[src/hw/string_move_params.svh]
// Offsets, field positions, timing counts and FIFO depth of the string move block
// Assumes inclusion by the package, the design and the bench
`ifndef STRING_MOVE_PARAMS_SVH
`define STRING_MOVE_PARAMS_SVH
`define SM_REG_CTRL 12'h000
`define SM_REG_SRC 12'h004
`define SM_REG_DST 12'h008
`define SM_REG_CNT 12'h00C
`define SM_REG_STAT 12'h010
`define SM_REG_RPC 12'h014
`define SM_CTRL_GO 0
`define SM_CTRL_REP 1
`define SM_CTRL_DESC 2
`define SM_CTRL_BYTE 3
`define SM_CTRL_IRQ 4
`define SM_STAT_BUSY 0
`define SM_STAT_OVF 1
`define SM_STAT_SUSP 2
`define SM_START_CYCLES 11
`define SM_ELEM_CYCLES 9
`define SM_INT_CYCLES 7
`define SM_FIFO_DEPTH 16
`endif

[src/hw/string_move_pkg.sv]
// Types shared by the string move block
// Assumes the params header is on the include path
`include "string_move_params.svh"
package string_move_pkg;
    typedef enum logic [1:0] {
        MOVE_STEP_ASC,
        MOVE_STEP_DESC,
        MOVE_REP_ASC,
        MOVE_REP_DESC
    } move_kind_t;
    typedef struct packed {
        logic [15:0] addr;
        logic [15:0] data;
        logic byte_en;
        logic wr;
    } mem_req_t;
    typedef struct packed {
        logic [15:0] addr;
        logic [15:0] data;
        logic byte_en;
    } elem_t;
endpackage

[src/hw/block_string_move.sv]
// String move engine: copies elements memory to memory under APB control
// Assumes a simple memory port that answers reads with an i_mem_ack style handshake
//
// The APB slave port and the register addresses were chosen for this implementation.
`timescale 1ns/10ps
`include "string_move_params.svh"
// Function
// RULE_01 - Copy source element to destination location
// RULE_02 - Ascending: pointers plus one or two
// RULE_03 - Descending: pointers minus one or two
// RULE_04 - Then decrement the counter register by one
// RULE_05 - Single step: overflow set when counter zero
// RULE_06 - Repeat forms loop until counter zero
// RULE_07 - Up to 65536 bytes, words at most 32768
// RULE_08 - Repeat takes eleven plus nine per element; code takes two start cycles plus at least eleven per element
// RULE_09 - Interrupt accepted after any element step; code takes it only in repeat forms with irq_en, not after the last
// RULE_10 - Save instruction start as return address
// RULE_11 - Each accepted interrupt adds seven cycles
// RULE_12 - Overlap, source lower: software uses descending
// RULE_13 - Overlap, source higher: software uses ascending
// RULE_14 - Commit pointers and counter before interrupt check
module block_string_move
    import string_move_pkg::*;
(
    // Clock and reset
    input wire logic i_core_clk,
    input wire logic i_reset,
    // APB slave
    input wire logic i_psel,
    input wire logic i_penable,
    input wire logic i_pwrite,
    input wire logic [11:0] i_paddr,
    input wire logic [31:0] i_pwdata,
    output logic [31:0] o_prdata,
    output logic o_pready,
    output logic o_pslverr,
    // Instruction context
    input wire logic [15:0] i_instr_pc,
    input wire logic i_int_pending,
    output logic o_int_accept,
    // Memory port
    output logic o_mem_req,
    output logic o_mem_wr,
    output logic [15:0] o_mem_addr,
    output logic [15:0] o_mem_wdata,
    output logic o_mem_byte,
    input wire logic i_mem_ack,
    input wire logic [15:0] i_mem_rdata
);
    typedef enum logic [2:0] {
        S_IDLE, S_START, S_READ, S_WAIT, S_WRITE, S_STEP, S_INT
    } state_t;
    state_t state;
    logic [15:0] src_ptr;
    logic [15:0] dst_ptr;
    logic [15:0] counter;
    logic [15:0] ret_pc;
    logic ovf;
    logic suspended;
    logic repeat_mode;
    logic desc_mode;
    logic byte_mode;
    logic irq_en;
    logic [3:0] wait_cnt;
    logic int_sync1;
    logic int_sync2;
    logic ack_sync1;
    logic ack_sync2;
    logic [15:0] rd_sync1;
    logic [15:0] rd_sync2;
    // Element FIFO between read and write phases
    logic fifo_in_valid;
    logic fifo_in_ready;
    logic fifo_out_valid;
    logic fifo_out_ready;
    elem_t fifo_in;
    elem_t fifo_out;
    sm_fifo #(.WIDTH($bits(elem_t)), .DEPTH(`SM_FIFO_DEPTH)) u_fifo (
        .i_core_clk(i_core_clk),
        .i_reset(i_reset),
        .i_in_valid(fifo_in_valid),
        .o_in_ready(fifo_in_ready),
        .i_in_data(fifo_in),
        .o_out_valid(fifo_out_valid),
        .i_out_ready(fifo_out_ready),
        .o_out_data(fifo_out)
    );
    function automatic logic [15:0] step_ptr(input logic [15:0] p, input logic d,
                                             input logic b);
        logic [15:0] inc;
        inc = b ? 16'h0001 : 16'h0002;
        step_ptr = d ? p - inc : p + inc; // [RULE_02] [RULE_03]
    endfunction
    // APB decode
    wire apb_wr = i_psel && i_penable && i_pwrite && o_pready;
    wire apb_rd = i_psel && !i_penable && !i_pwrite;
    wire hit_ctrl = i_paddr == `SM_REG_CTRL;
    wire hit_src = i_paddr == `SM_REG_SRC;
    wire hit_dst = i_paddr == `SM_REG_DST;
    wire hit_cnt = i_paddr == `SM_REG_CNT;
    wire hit_stat = i_paddr == `SM_REG_STAT;
    wire hit_rpc = i_paddr == `SM_REG_RPC;
    wire hit_any = hit_ctrl || hit_src || hit_dst || hit_cnt || hit_stat || hit_rpc;
    wire busy = state != S_IDLE;
    wire go = apb_wr && hit_ctrl && i_pwdata[`SM_CTRL_GO] && !busy;
    wire [15:0] next_counter = counter - 16'h0001; // [RULE_04]
    wire last_elem = next_counter == 16'h0000;
    wire take_int = repeat_mode && irq_en && int_sync2 && !last_elem; // [RULE_09]
    wire [15:0] rd_value = i_paddr == `SM_REG_SRC ? src_ptr :
                           hit_dst ? dst_ptr :
                           hit_cnt ? counter :
                           hit_rpc ? ret_pc :
                           hit_stat ? {13'h0000, suspended, ovf, busy} :
                           hit_ctrl ? {11'h000, irq_en, byte_mode, desc_mode, repeat_mode,
                                       1'b0} : 16'h0000;
    assign fifo_in_valid = state == S_WAIT && ack_sync2;
    assign fifo_in = '{addr: dst_ptr, data: rd_sync2, byte_en: byte_mode}; // [RULE_01]
    assign fifo_out_ready = state == S_WRITE && o_mem_req && o_mem_wr && ack_sync2;
    // Interrupt, memory ack and read data inputs pass two flip-flops
    always_ff @(posedge i_core_clk or posedge i_reset) begin
        if (i_reset) begin
            int_sync1 <= 1'b0;
            int_sync2 <= 1'b0;
            ack_sync1 <= 1'b0;
            ack_sync2 <= 1'b0;
            rd_sync1 <= 16'h0000;
            rd_sync2 <= 16'h0000;
        end else begin
            int_sync1 <= i_int_pending;
            int_sync2 <= int_sync1;
            ack_sync1 <= i_mem_ack && o_mem_req;
            ack_sync2 <= ack_sync1 && o_mem_req;
            rd_sync1 <= i_mem_rdata;
            rd_sync2 <= rd_sync1;
        end
    end
    // APB slave, answers in the access cycle
    always_ff @(posedge i_core_clk or posedge i_reset) begin
        if (i_reset) begin
            o_prdata <= 32'h0000_0000;
            o_pready <= 1'b0;
            o_pslverr <= 1'b0;
        end else begin
            o_pready <= i_psel && !i_penable;
            o_pslverr <= i_psel && !i_penable && !hit_any;
            if (apb_rd) o_prdata <= {16'h0000, rd_value};
        end
    end
    // Control registers
    always_ff @(posedge i_core_clk or posedge i_reset) begin
        if (i_reset) begin
            repeat_mode <= 1'b0;
            desc_mode <= 1'b0;
            byte_mode <= 1'b0;
            irq_en <= 1'b0;
        end else if (apb_wr && hit_ctrl && !busy) begin
            repeat_mode <= i_pwdata[`SM_CTRL_REP];
            desc_mode <= i_pwdata[`SM_CTRL_DESC];
            byte_mode <= i_pwdata[`SM_CTRL_BYTE];
            irq_en <= i_pwdata[`SM_CTRL_IRQ];
        end
    end
    // Engine
    always_ff @(posedge i_core_clk or posedge i_reset) begin
        if (i_reset) begin
            state <= S_IDLE;
            src_ptr <= 16'h0000;
            dst_ptr <= 16'h0000;
            counter <= 16'h0000;
            ret_pc <= 16'h0000;
            ovf <= 1'b0;
            suspended <= 1'b0;
            wait_cnt <= 4'h0;
            o_int_accept <= 1'b0;
            o_mem_req <= 1'b0;
            o_mem_wr <= 1'b0;
            o_mem_addr <= 16'h0000;
            o_mem_wdata <= 16'h0000;
            o_mem_byte <= 1'b0;
        end else begin
            o_int_accept <= 1'b0;
            case (state)
                S_IDLE: begin
                    if (apb_wr && hit_src) src_ptr <= i_pwdata[15:0];
                    if (apb_wr && hit_dst) dst_ptr <= i_pwdata[15:0];
                    if (apb_wr && hit_cnt) counter <= i_pwdata[15:0]; // [RULE_07]
                    if (go) begin
                        ret_pc <= i_instr_pc;
                        suspended <= 1'b0;
                        wait_cnt <= 4'(`SM_START_CYCLES - `SM_ELEM_CYCLES);
                        state <= S_START;
                    end
                end
                S_START: begin
                    if (wait_cnt > 4'h1) begin
                        wait_cnt <= wait_cnt - 4'h1; // [RULE_08]
                    end else begin
                        wait_cnt <= 4'h0;
                        state <= S_READ;
                    end
                end
                S_READ: begin
                    o_mem_req <= 1'b1;
                    o_mem_wr <= 1'b0;
                    o_mem_addr <= src_ptr; // [RULE_01]
                    o_mem_byte <= byte_mode;
                    state <= S_WAIT;
                end
                S_WAIT: begin
                    if (ack_sync2 && fifo_in_ready) begin
                        o_mem_req <= 1'b0;
                        state <= S_WRITE;
                    end
                end
                S_WRITE: begin
                    if (!o_mem_req && fifo_out_valid) begin
                        o_mem_req <= 1'b1;
                        o_mem_wr <= 1'b1;
                        o_mem_addr <= fifo_out.addr;
                        o_mem_wdata <= fifo_out.data;
                        o_mem_byte <= fifo_out.byte_en;
                    end else if (fifo_out_ready) begin
                        o_mem_req <= 1'b0;
                        o_mem_wr <= 1'b0;
                        state <= S_STEP;
                    end
                end
                S_STEP: begin
                    // Commit state first, then decide
                    src_ptr <= step_ptr(src_ptr, desc_mode, byte_mode); // [RULE_14]
                    dst_ptr <= step_ptr(dst_ptr, desc_mode, byte_mode);
                    counter <= next_counter; // [RULE_04]
                    ovf <= last_elem; // [RULE_05] [RULE_06]
                    if (!repeat_mode || last_elem) begin
                        state <= S_IDLE;
                    end else if (take_int) begin
                        wait_cnt <= 4'(`SM_INT_CYCLES); // [RULE_11]
                        state <= S_INT;
                    end else begin
                        state <= S_READ; // [RULE_06]
                    end
                end
                S_INT: begin
                    if (wait_cnt > 4'h1) begin
                        wait_cnt <= wait_cnt - 4'h1;
                    end else begin
                        suspended <= 1'b1; // [RULE_10]
                        o_int_accept <= 1'b1;
                        state <= S_IDLE;
                    end
                end
                default: state <= S_IDLE;
            endcase
        end
    end
    // Helper counter for checks
    logic [15:0] elems_done;
    always_ff @(posedge i_core_clk or posedge i_reset) begin
        if (i_reset) elems_done <= 16'h0000;
        else if (go) elems_done <= 16'h0000;
        else if (state == S_STEP) elems_done <= elems_done + 16'h0001;
    end
endmodule // block_string_move

[src/hw/sm_fifo.sv]
// Parameterised valid/ready FIFO
// Assumes a single clock and asynchronous active-high reset
`timescale 1ns/10ps
module sm_fifo #(
    parameter int WIDTH = 33,
    parameter int DEPTH = 16
) (
    // Clock and reset
    input wire logic i_core_clk,
    input wire logic i_reset,
    // Fill side
    input wire logic i_in_valid,
    output logic o_in_ready,
    input wire logic [WIDTH-1:0] i_in_data,
    // Drain side
    output logic o_out_valid,
    input wire logic i_out_ready,
    output logic [WIDTH-1:0] o_out_data
);
    localparam int AW = $clog2(DEPTH);
    logic [WIDTH-1:0] mem [DEPTH];
    logic [AW-1:0] wp;
    logic [AW-1:0] rp;
    logic [AW:0] cnt;
    wire push = i_in_valid && o_in_ready;
    wire pop = o_out_valid && i_out_ready;
    assign o_in_ready = cnt != (AW+1)'(DEPTH);
    assign o_out_valid = cnt != '0;
    assign o_out_data = mem[rp];
    always_ff @(posedge i_core_clk) begin
        if (push) begin
            mem[wp] <= i_in_data;
        end
    end
    always_ff @(posedge i_core_clk or posedge i_reset) begin
        if (i_reset) begin
            wp <= '0;
            rp <= '0;
            cnt <= '0;
        end else begin
            if (push) wp <= wp + 1'b1;
            if (pop) rp <= rp + 1'b1;
            cnt <= cnt + (AW+1)'(push) - (AW+1)'(pop);
        end
    end
endmodule // sm_fifo

[config.mk]
export PLATFORM = sky130hd
export DESIGN_NAME = block_string_move
export DESIGN_NICKNAME = d
export VERILOG_FILES = /design/src/hw/string_move_pkg.sv /design/src/hw/block_string_move.sv /design/src/hw/sm_fifo.sv
export VERILOG_INCLUDE_DIRS = /design/src /design/src/hw
export SDC_FILE = /design/constraint.sdc
export NUM_CORES = 1
export LEC_CHECK = 0
export BUFFER_PORTS_ARGS = -buffer_cell sky130_fd_sc_hd__buf_4
export CAP_MARGIN = 20
export CORE_MARGIN = 2
export CORE_UTILIZATION = 40
export CTS_CLUSTER_DIAMETER = 40
export DETAILED_ROUTE_END_ITERATION = 7
export PLACE_DENSITY_LB_ADDON = 0.05
export SYNTH_ARGS = -nofsm -noshare
export SYNTH_HDL_FRONTEND = slang
export SYNTH_HIERARCHICAL = 1
export SYNTH_SLANG_ARGS = --single-unit
[constraint.sdc]
create_clock -name i_core_clk -period 5.25 [get_ports i_core_clk]
set_input_delay 0.2625 -clock i_core_clk [delete_from_list [all_inputs] [get_ports i_core_clk]]
set_output_delay 0.2625 -clock i_core_clk [all_outputs]
set_load 0.005 [all_outputs]
# Word level (Yosys, flattened, before mapping)
# Memory sizes are Yosys's and may differ from the RTL's.
# Index checks and enable logic that the tools add are counted.
# W data, S select, Z words.
[totals] mem_bits_rw=528 ff_bits=180 elab_cells=174 memories=1 input_bits=83 output_inout_bits=70
[classes] order_cmp=1 n_reduce_logical=60 n_eq_ne=26 addsub=10 mux=46
[memory_table] memory="u_fifo.mem" depth=16 word_bits=33 rd=1 rd_clocked_by_memory_dff=0 wr=1 line_no="sm_fifo.sv:21" rtl="logic [WIDTH-1:0] mem [DEPTH];"
[op_table] operator="$mux W16" n=10
[op_table] operator="$pmux W16 S2" n=4
[op_table] operator="$logic_and A1 B1 Y1" n=26
[op_table] operator="$eq A12 B4 Y1 const B" n=2
[op_table] operator="$eq A12 B5 Y1 const B" n=2
[op_table] operator="$mux W3" n=8
[op_table] operator="$pmux W3 S7" n=1
[op_table] operator="$mux W4" n=5
[op_table] operator="$ne A2 B2 Y1 const B" n=10
[op_table] operator="$add A16 B16 Y16" n=1
[op_table] operator="$add A16 B2 Y16" n=1
[op_table] operator="$logic_not A16 Y1" n=1
[op_table] operator="$pmux W4 S4" n=1
[op_table] operator="$sub A16 B1 Y16 const B" n=1
[op_table] operator="$sub A16 B16 Y16" n=1
[op_table] operator="$sub A16 B2 Y16" n=1
[op_table] operator="$reduce_and A2 Y1" n=7
[op_table] operator="$eq A12 B3 Y1 const B" n=1
[op_table] operator="$logic_not A12 Y1" n=1
[op_table] operator="$mux W1" n=10
[op_table] operator="$mux W5" n=2
[op_table] operator="$eq A3 B3 Y1 const B" n=3
[op_table] operator="$add A4 B1 Y4 const B" n=2
[op_table] operator="$logic_not A1 Y1" n=7
[op_table] operator="other kinds (21)" n=35

# Logic depth before layout (Yosys ltp)
[depth] word_depth=8 depth_mapped=16 ltp_nobuf=14

# Modules after synthesis
# Netlist, hierarchy kept.
[modules_own_cells] mod="sm_fifo" seq_area_each_um2=16180.5 n_inst=1 area_each_um2=21174.1 cells_per_inst=1039
[modules_own_cells] mod="block_string_move" seq_area_each_um2=4179.0 n_inst=1 area_each_um2=9414.0 cells_per_inst=972

# Worst setup path before layout
# Ideal clock, no wire load.
[synth_timing] path_type="register -> register" startpoint="register state[1]" endpoint="memory u_fifo.mem[1][0] (enable)" setup_time_ps=506 n_path_buf=2 t_required_ps=4744 slack_ps=189 stages_incl_launch_ff=9 period_less_slack_ps=5061 arrival_ps=4555 path_cell_list="dfrtp_1 clkbuf_1 inv_1 nor2_1 and3_1 and2_1 buf_2 inv_2 nor4_1"
[synth_via] elab_chain_cells=5
[synth_rtl] element="start, declared" line_no="block_string_move.sv:53" rtl="state_t state;"
[synth_rtl] element="start signal, assigned" line_no="block_string_move.sv:166" rtl="state <= S_IDLE;"
[synth_rtl] element="start signal, assigned" line_no="block_string_move.sv:191" rtl="state <= S_START;"
[synth_rtl] element="start signal, assigned" line_no="block_string_move.sv:199" rtl="state <= S_READ;"
[synth_rtl] element="$eq A3 B2 Y1" line_no="block_string_move.sv:116" rtl="assign fifo_in_valid = state == S_WAIT && ack_sync2;"
[synth_rtl] element="$logic_and A1 B1 Y1" line_no="block_string_move.sv:116"
[synth_rtl] element="net fifo_in_valid" line_no="block_string_move.sv:72" rtl="logic fifo_in_valid;"
[synth_rtl] element="$logic_and A1 B1 Y1" line_no="sm_fifo.sv:25" rtl="wire push = i_in_valid && o_in_ready;"
[synth_rtl] element="$mux W1" line_no="sm_fifo.sv:31" rtl="if (push) begin"
[synth_rtl] element="$mux W1 (not written as such)" line_no="sm_fifo.sv:32" rtl="mem[wp] <= i_in_data;"
[synth_rtl] element="end, declared" line_no="sm_fifo.sv:21"
# The timed path passes the listed nets, and every way through them passes these cells.

# Final worst setup path
[layout_timing] startpoint="register byte_mode" endpoint="register dst_ptr[15]"
[layout_via] elab_chain_cells=4 word_cells_on_any_way=5 classes_between="add/sub (2); mux (3)"
[layout_rtl] element="start, declared" line_no="block_string_move.sv:62" rtl="logic byte_mode;"
[layout_rtl] element="start signal, assigned" line_no="block_string_move.sv:159" rtl="byte_mode <= i_pwdata[`SM_CTRL_BYTE];"
[layout_rtl] element="$mux W2 (*)" line_no="block_string_move.sv:91" rtl="inc = b ? 16'h0001 : 16'h0002;"
[layout_rtl] element="$add A16 B2 Y16 / $sub A16 B2 Y16 (equally long branches)" line_no="block_string_move.sv:92" rtl="step_ptr = d ? p - inc : p + inc;"
[layout_rtl] element="$mux W16 (*)" line_no="block_string_move.sv:92"
[layout_rtl] element="$pmux W16 S2 (*)" line_no="block_string_move.sv:182" rtl="case (state)"
[layout_rtl] element="end signal, assigned" line_no="block_string_move.sv:185" rtl="if (apb_wr && hit_dst) dst_ptr <= i_pwdata[15:0];"
[layout_rtl] element="end signal, assigned" line_no="block_string_move.sv:231" rtl="dst_ptr <= step_ptr(dst_ptr, desc_mode, byte_mode);"
[layout_rtl] element="end, declared" line_no="block_string_move.sv:55" rtl="logic [15:0] dst_ptr;"
# Every way passes the cells marked *; elsewhere a longest branch is shown, timed or not.
# A chain may end at the register's enable or synchronous reset.

==> impl_metrics.tcl <==
set metrics [dict create \
    ir_drop_v 0.000294 \
    ys_ff_latch 708 \
    postCtsSetupBuffers 0 \
    detail_route.wl_per_cell_microns 23.7 \
    core_sq_mm 0.0758 \
    synth_top_family_by_area "multiplexers" \
    cts.sink_count 708 \
    grt_pass1_wl_microns 118000 \
    end_kind "flip-flop" \
    antenna_found_initial 0 \
    worstSetupPathType "reg -> reg" \
    rsz0062_at_grt "false" \
    htreeDepth 3 \
    worstPathRequired_ns 5.79 \
    gp_congestion 0.886 \
    critPathArrivalTime_ns 4.17 \
    ant_nets 0 \
    chipHeight_microns 281 \
    vias 18200 \
    hold_path.class "in -> reg" \
    drv_slew 0 \
    fill_cells 6526 \
    relSlewSlack_pct 21.1 \
    min_period_over_period_pct 69.1 \
    grt.total_usage_pct 20.2 \
    power.density_mw_per_mm2 472 \
    n_antenna_cell 0 \
    status "complete, no violations" \
    drc 0 \
    synthMuxAreaShare_pct 12.3 \
    clk_pin_slew_ns 0.05 \
    clock.fmax_ghz 0.275 \
    total_leakage_power_nw 13.1 \
    cts_tree "built" \
    ioPinCount 153 \
    dp_hpwl_microns 45800 \
    synth_xor_area_share_pct 1.03 \
    min_path_cells 5 \
    grt_max_degree 100 \
    layout-drive-gt1-share_pct 22.9 \
    rows 101 \
    synth.distinct_cells 90 \
    setup_viol 0 \
    hold_viol 0 \
    synth_edf_count 528 \
    synth_warnings 6 \
    area_delta_synth_final_pct 21.2 \
    grt_pass1_vias 18900 \
    synth_area_sq_mm 0.0306 \
    yosys_most_used_dff "edfxtp_1" \
    insertion_delay_ns 0.67 \
    initial_core_util_pct 40.3 \
    die_x_microns 281 \
    viasPerCell 5.51 \
    rr_worst_depth 10 \
    postSynthAreaPerCell_sq_um 15.2 \
    synth_compound_area_share_pct 9.74 \
    yosysSeqAreaShare_pct 66.6 \
    synth_cells 2011 \
    post-place-cells 3047 \
    period_needed_ns 3.63 \
    drv_cap 0 \
    place.port_buffers 120 \
    drt_wl_total_microns 78500 \
    synth_fa_ha_area_share_pct 2.04 \
    cts_root_buffer "clkbuf_16" \
    ys_async_sr_fraction_pct 25.4 \
    setup_tns_ns 0 \
    max-clock-path-buffers 3 \
    dr.pass1.iters 7 \
    crit_fanout 22 \
    die_area_sq_mm 0.0787 \
    dr.first_iter.drc_count 1080 \
    fin_cells 3311 \
    numCtsBuffers 112 \
    skew_ns 0.0247 \
    yosys.area_share.simple_pct 5.43 \
    grt_overflow_total 0 \
    num-nets-final 2369 \
    start_kind "flip-flop" \
    worst_pin_slew_ns 1.18 \
]
[cell type report]
| cell class | instances | area (sq um) | area share (%) |
|---|---|---|---|
| clock buffers | 130 | 2930 | 7.91 |
| clock inverters | 79 | 1020 | 2.75 |
| inverters | 44 | 173 | 0.466 |
| multi-input cells | 1147 | 9480 | 25.6 |
| flip-flops and latches | 708 | 20400 | 55.0 |
| well taps | 978 | 1220 | 3.30 |
| repair buffers | 225 | 1860 | 5.03 |
[sequential cells by signal, summed over array words and instances, names as in the netlist, 5 cells and up]
signal,flops
o_prdata,16
rd_sync1,16
o_mem_addr,16
u_fifo/cnt,5
u_fifo/mem,528
o_mem_wdata,16
dst_ptr,16
counter,16
src_ptr,16
ret_pc,16
rd_sync2,16
[kinds of logic (layout without fill, tap and decap cells)]
family / count (synthesis) / count (layout)
DFF: 708 / 708
adders and majority gates: 48 / 48
buffers and inverters: 171 / 478
and+or+nand+nor: 345 / 345
muxes: 285 / 285
AOI/OAI and AO/OA: 418 / 418
xor gates and xnor gates: 35 / 35
other: 1 / 16
[stage by stage]
stage | util (%) | power [mW] | setup slack (ns) | hold slack, ns | cell area (sq um)
2_1_floorplan | - | 8.95 | 0.189 | 0.139 | 30600
6_report | 48.9 | 17.5 | 1.62 | 0.0387 | 37100
3_3_place_gp | 42.9 | 9.83 | 1.74 | 0.334 | 32600
3_5_place_dp | 42.9 | 9.91 | 1.67 | 0.335 | 32600
4_1_cts | 48.9 | 17.7 | 1.68 | 0.00349 | 37100
5_1_grt | 48.9 | 18.3 | 1.38 | 0.0312 | 37100
[layout by cell type, fill, tap and decap left out, types with 10 or more instances in the layout]
master,n
edfxtp_1,528
o21ai_1,48
buf_4,167
xor2_1,10
a221oi_1,38
nand3_1,18
dlygate4sd3_1,55
a21oi_1,77
nand2b_1,13
mux2i_1,174
mux4_2,67
a22oi_1,48
mux2_2,32
nor2_1,77
nand2_1,140
ha_1,45
clkbuf_1,12
mux2_1,11
a22o_1,11
clkbuf_16,112
bufinv_16,20
inv_1,41
a211oi_1,10
dfrtp_1,178
o21ai_0,76
conb_1,16
clkinv_2,22
nor3_1,14
xnor2_1,24
a221oi_2,29
[cells in the mapped netlist, types with 18 or more instances]
library cell  instances  area (sq um)
a221oi_1             38           333
a21oi_1              77           385
clkbuf_1             48           180
nand3_1              18          90.1
buf_2                29           145
o21ai_0              76           380
buf_4                30           225
a22oi_1              48           360
edfxtp_1            528         15900
ha_1                 45           563
mux2_2               32           360
o21ai_1              48           240
mux4_2               67          1510
mux2i_1             174          1740
xnor2_1              24           210
nor2_1               83           312
nand2_1             140           526
dfrtp_1             180          4500
a221oi_2             29           435
inv_1                43           161
[worst max-delay path: stages, from the launching register on]
cell       delay, ns
dfrtp_1         0.78
and2_1          0.36
ha_1            0.20
nor2_1          0.06
a2111oi_0       1.00
nor2_1          0.20
a21boi_0        0.36
o2111ai_1       0.13
o311ai_0        0.11
a32oi_1         0.15
o311a_1         0.17
[routing by layer]
metal | part of all wire (%) | GRT usage [%]
met5 | 0 | 0
met4 | 2.9 | 7.02
met3 | 3.9 | 2.75
met2 | 49 | 34.1
met1 | 44 | 26.7
[timing repair]
item                      CTS  global route
resized for setup           0             0
hold buffers               55             0
hold endpoints to repair  195             0
[path summary, 6_finish.rpt]
path / start / to / slack, ns
hold reg to reg: rd_sync1[14] / rd_sync2[14] / 0.34
hold / removal: i_pwdata[0] / counter[0] / 0.04
setup reg to reg: byte_mode / dst_ptr[15] / 1.62
setup / recovery: byte_mode / dst_ptr[15] / 1.62
max in group asynchronous: i_reset / rd_sync2[1] / 3.88
min in group asynchronous: i_reset / u_fifo/cnt[4] / 0.25
[report_power, final]
part / total (mW) / switching, mW / internal (mW) / leakage, nW
Combinational: 2.45 / 1.33 / 1.11 / 4.26
Clock: 7.68 / 2.69 / 4.99 / 1.92
Sequential: 7.37 / 0.722 / 6.65 / 6.92
Total: 17.5 / 4.74 / 12.8 / 13.1
Power figures use the tool's default switching activity.
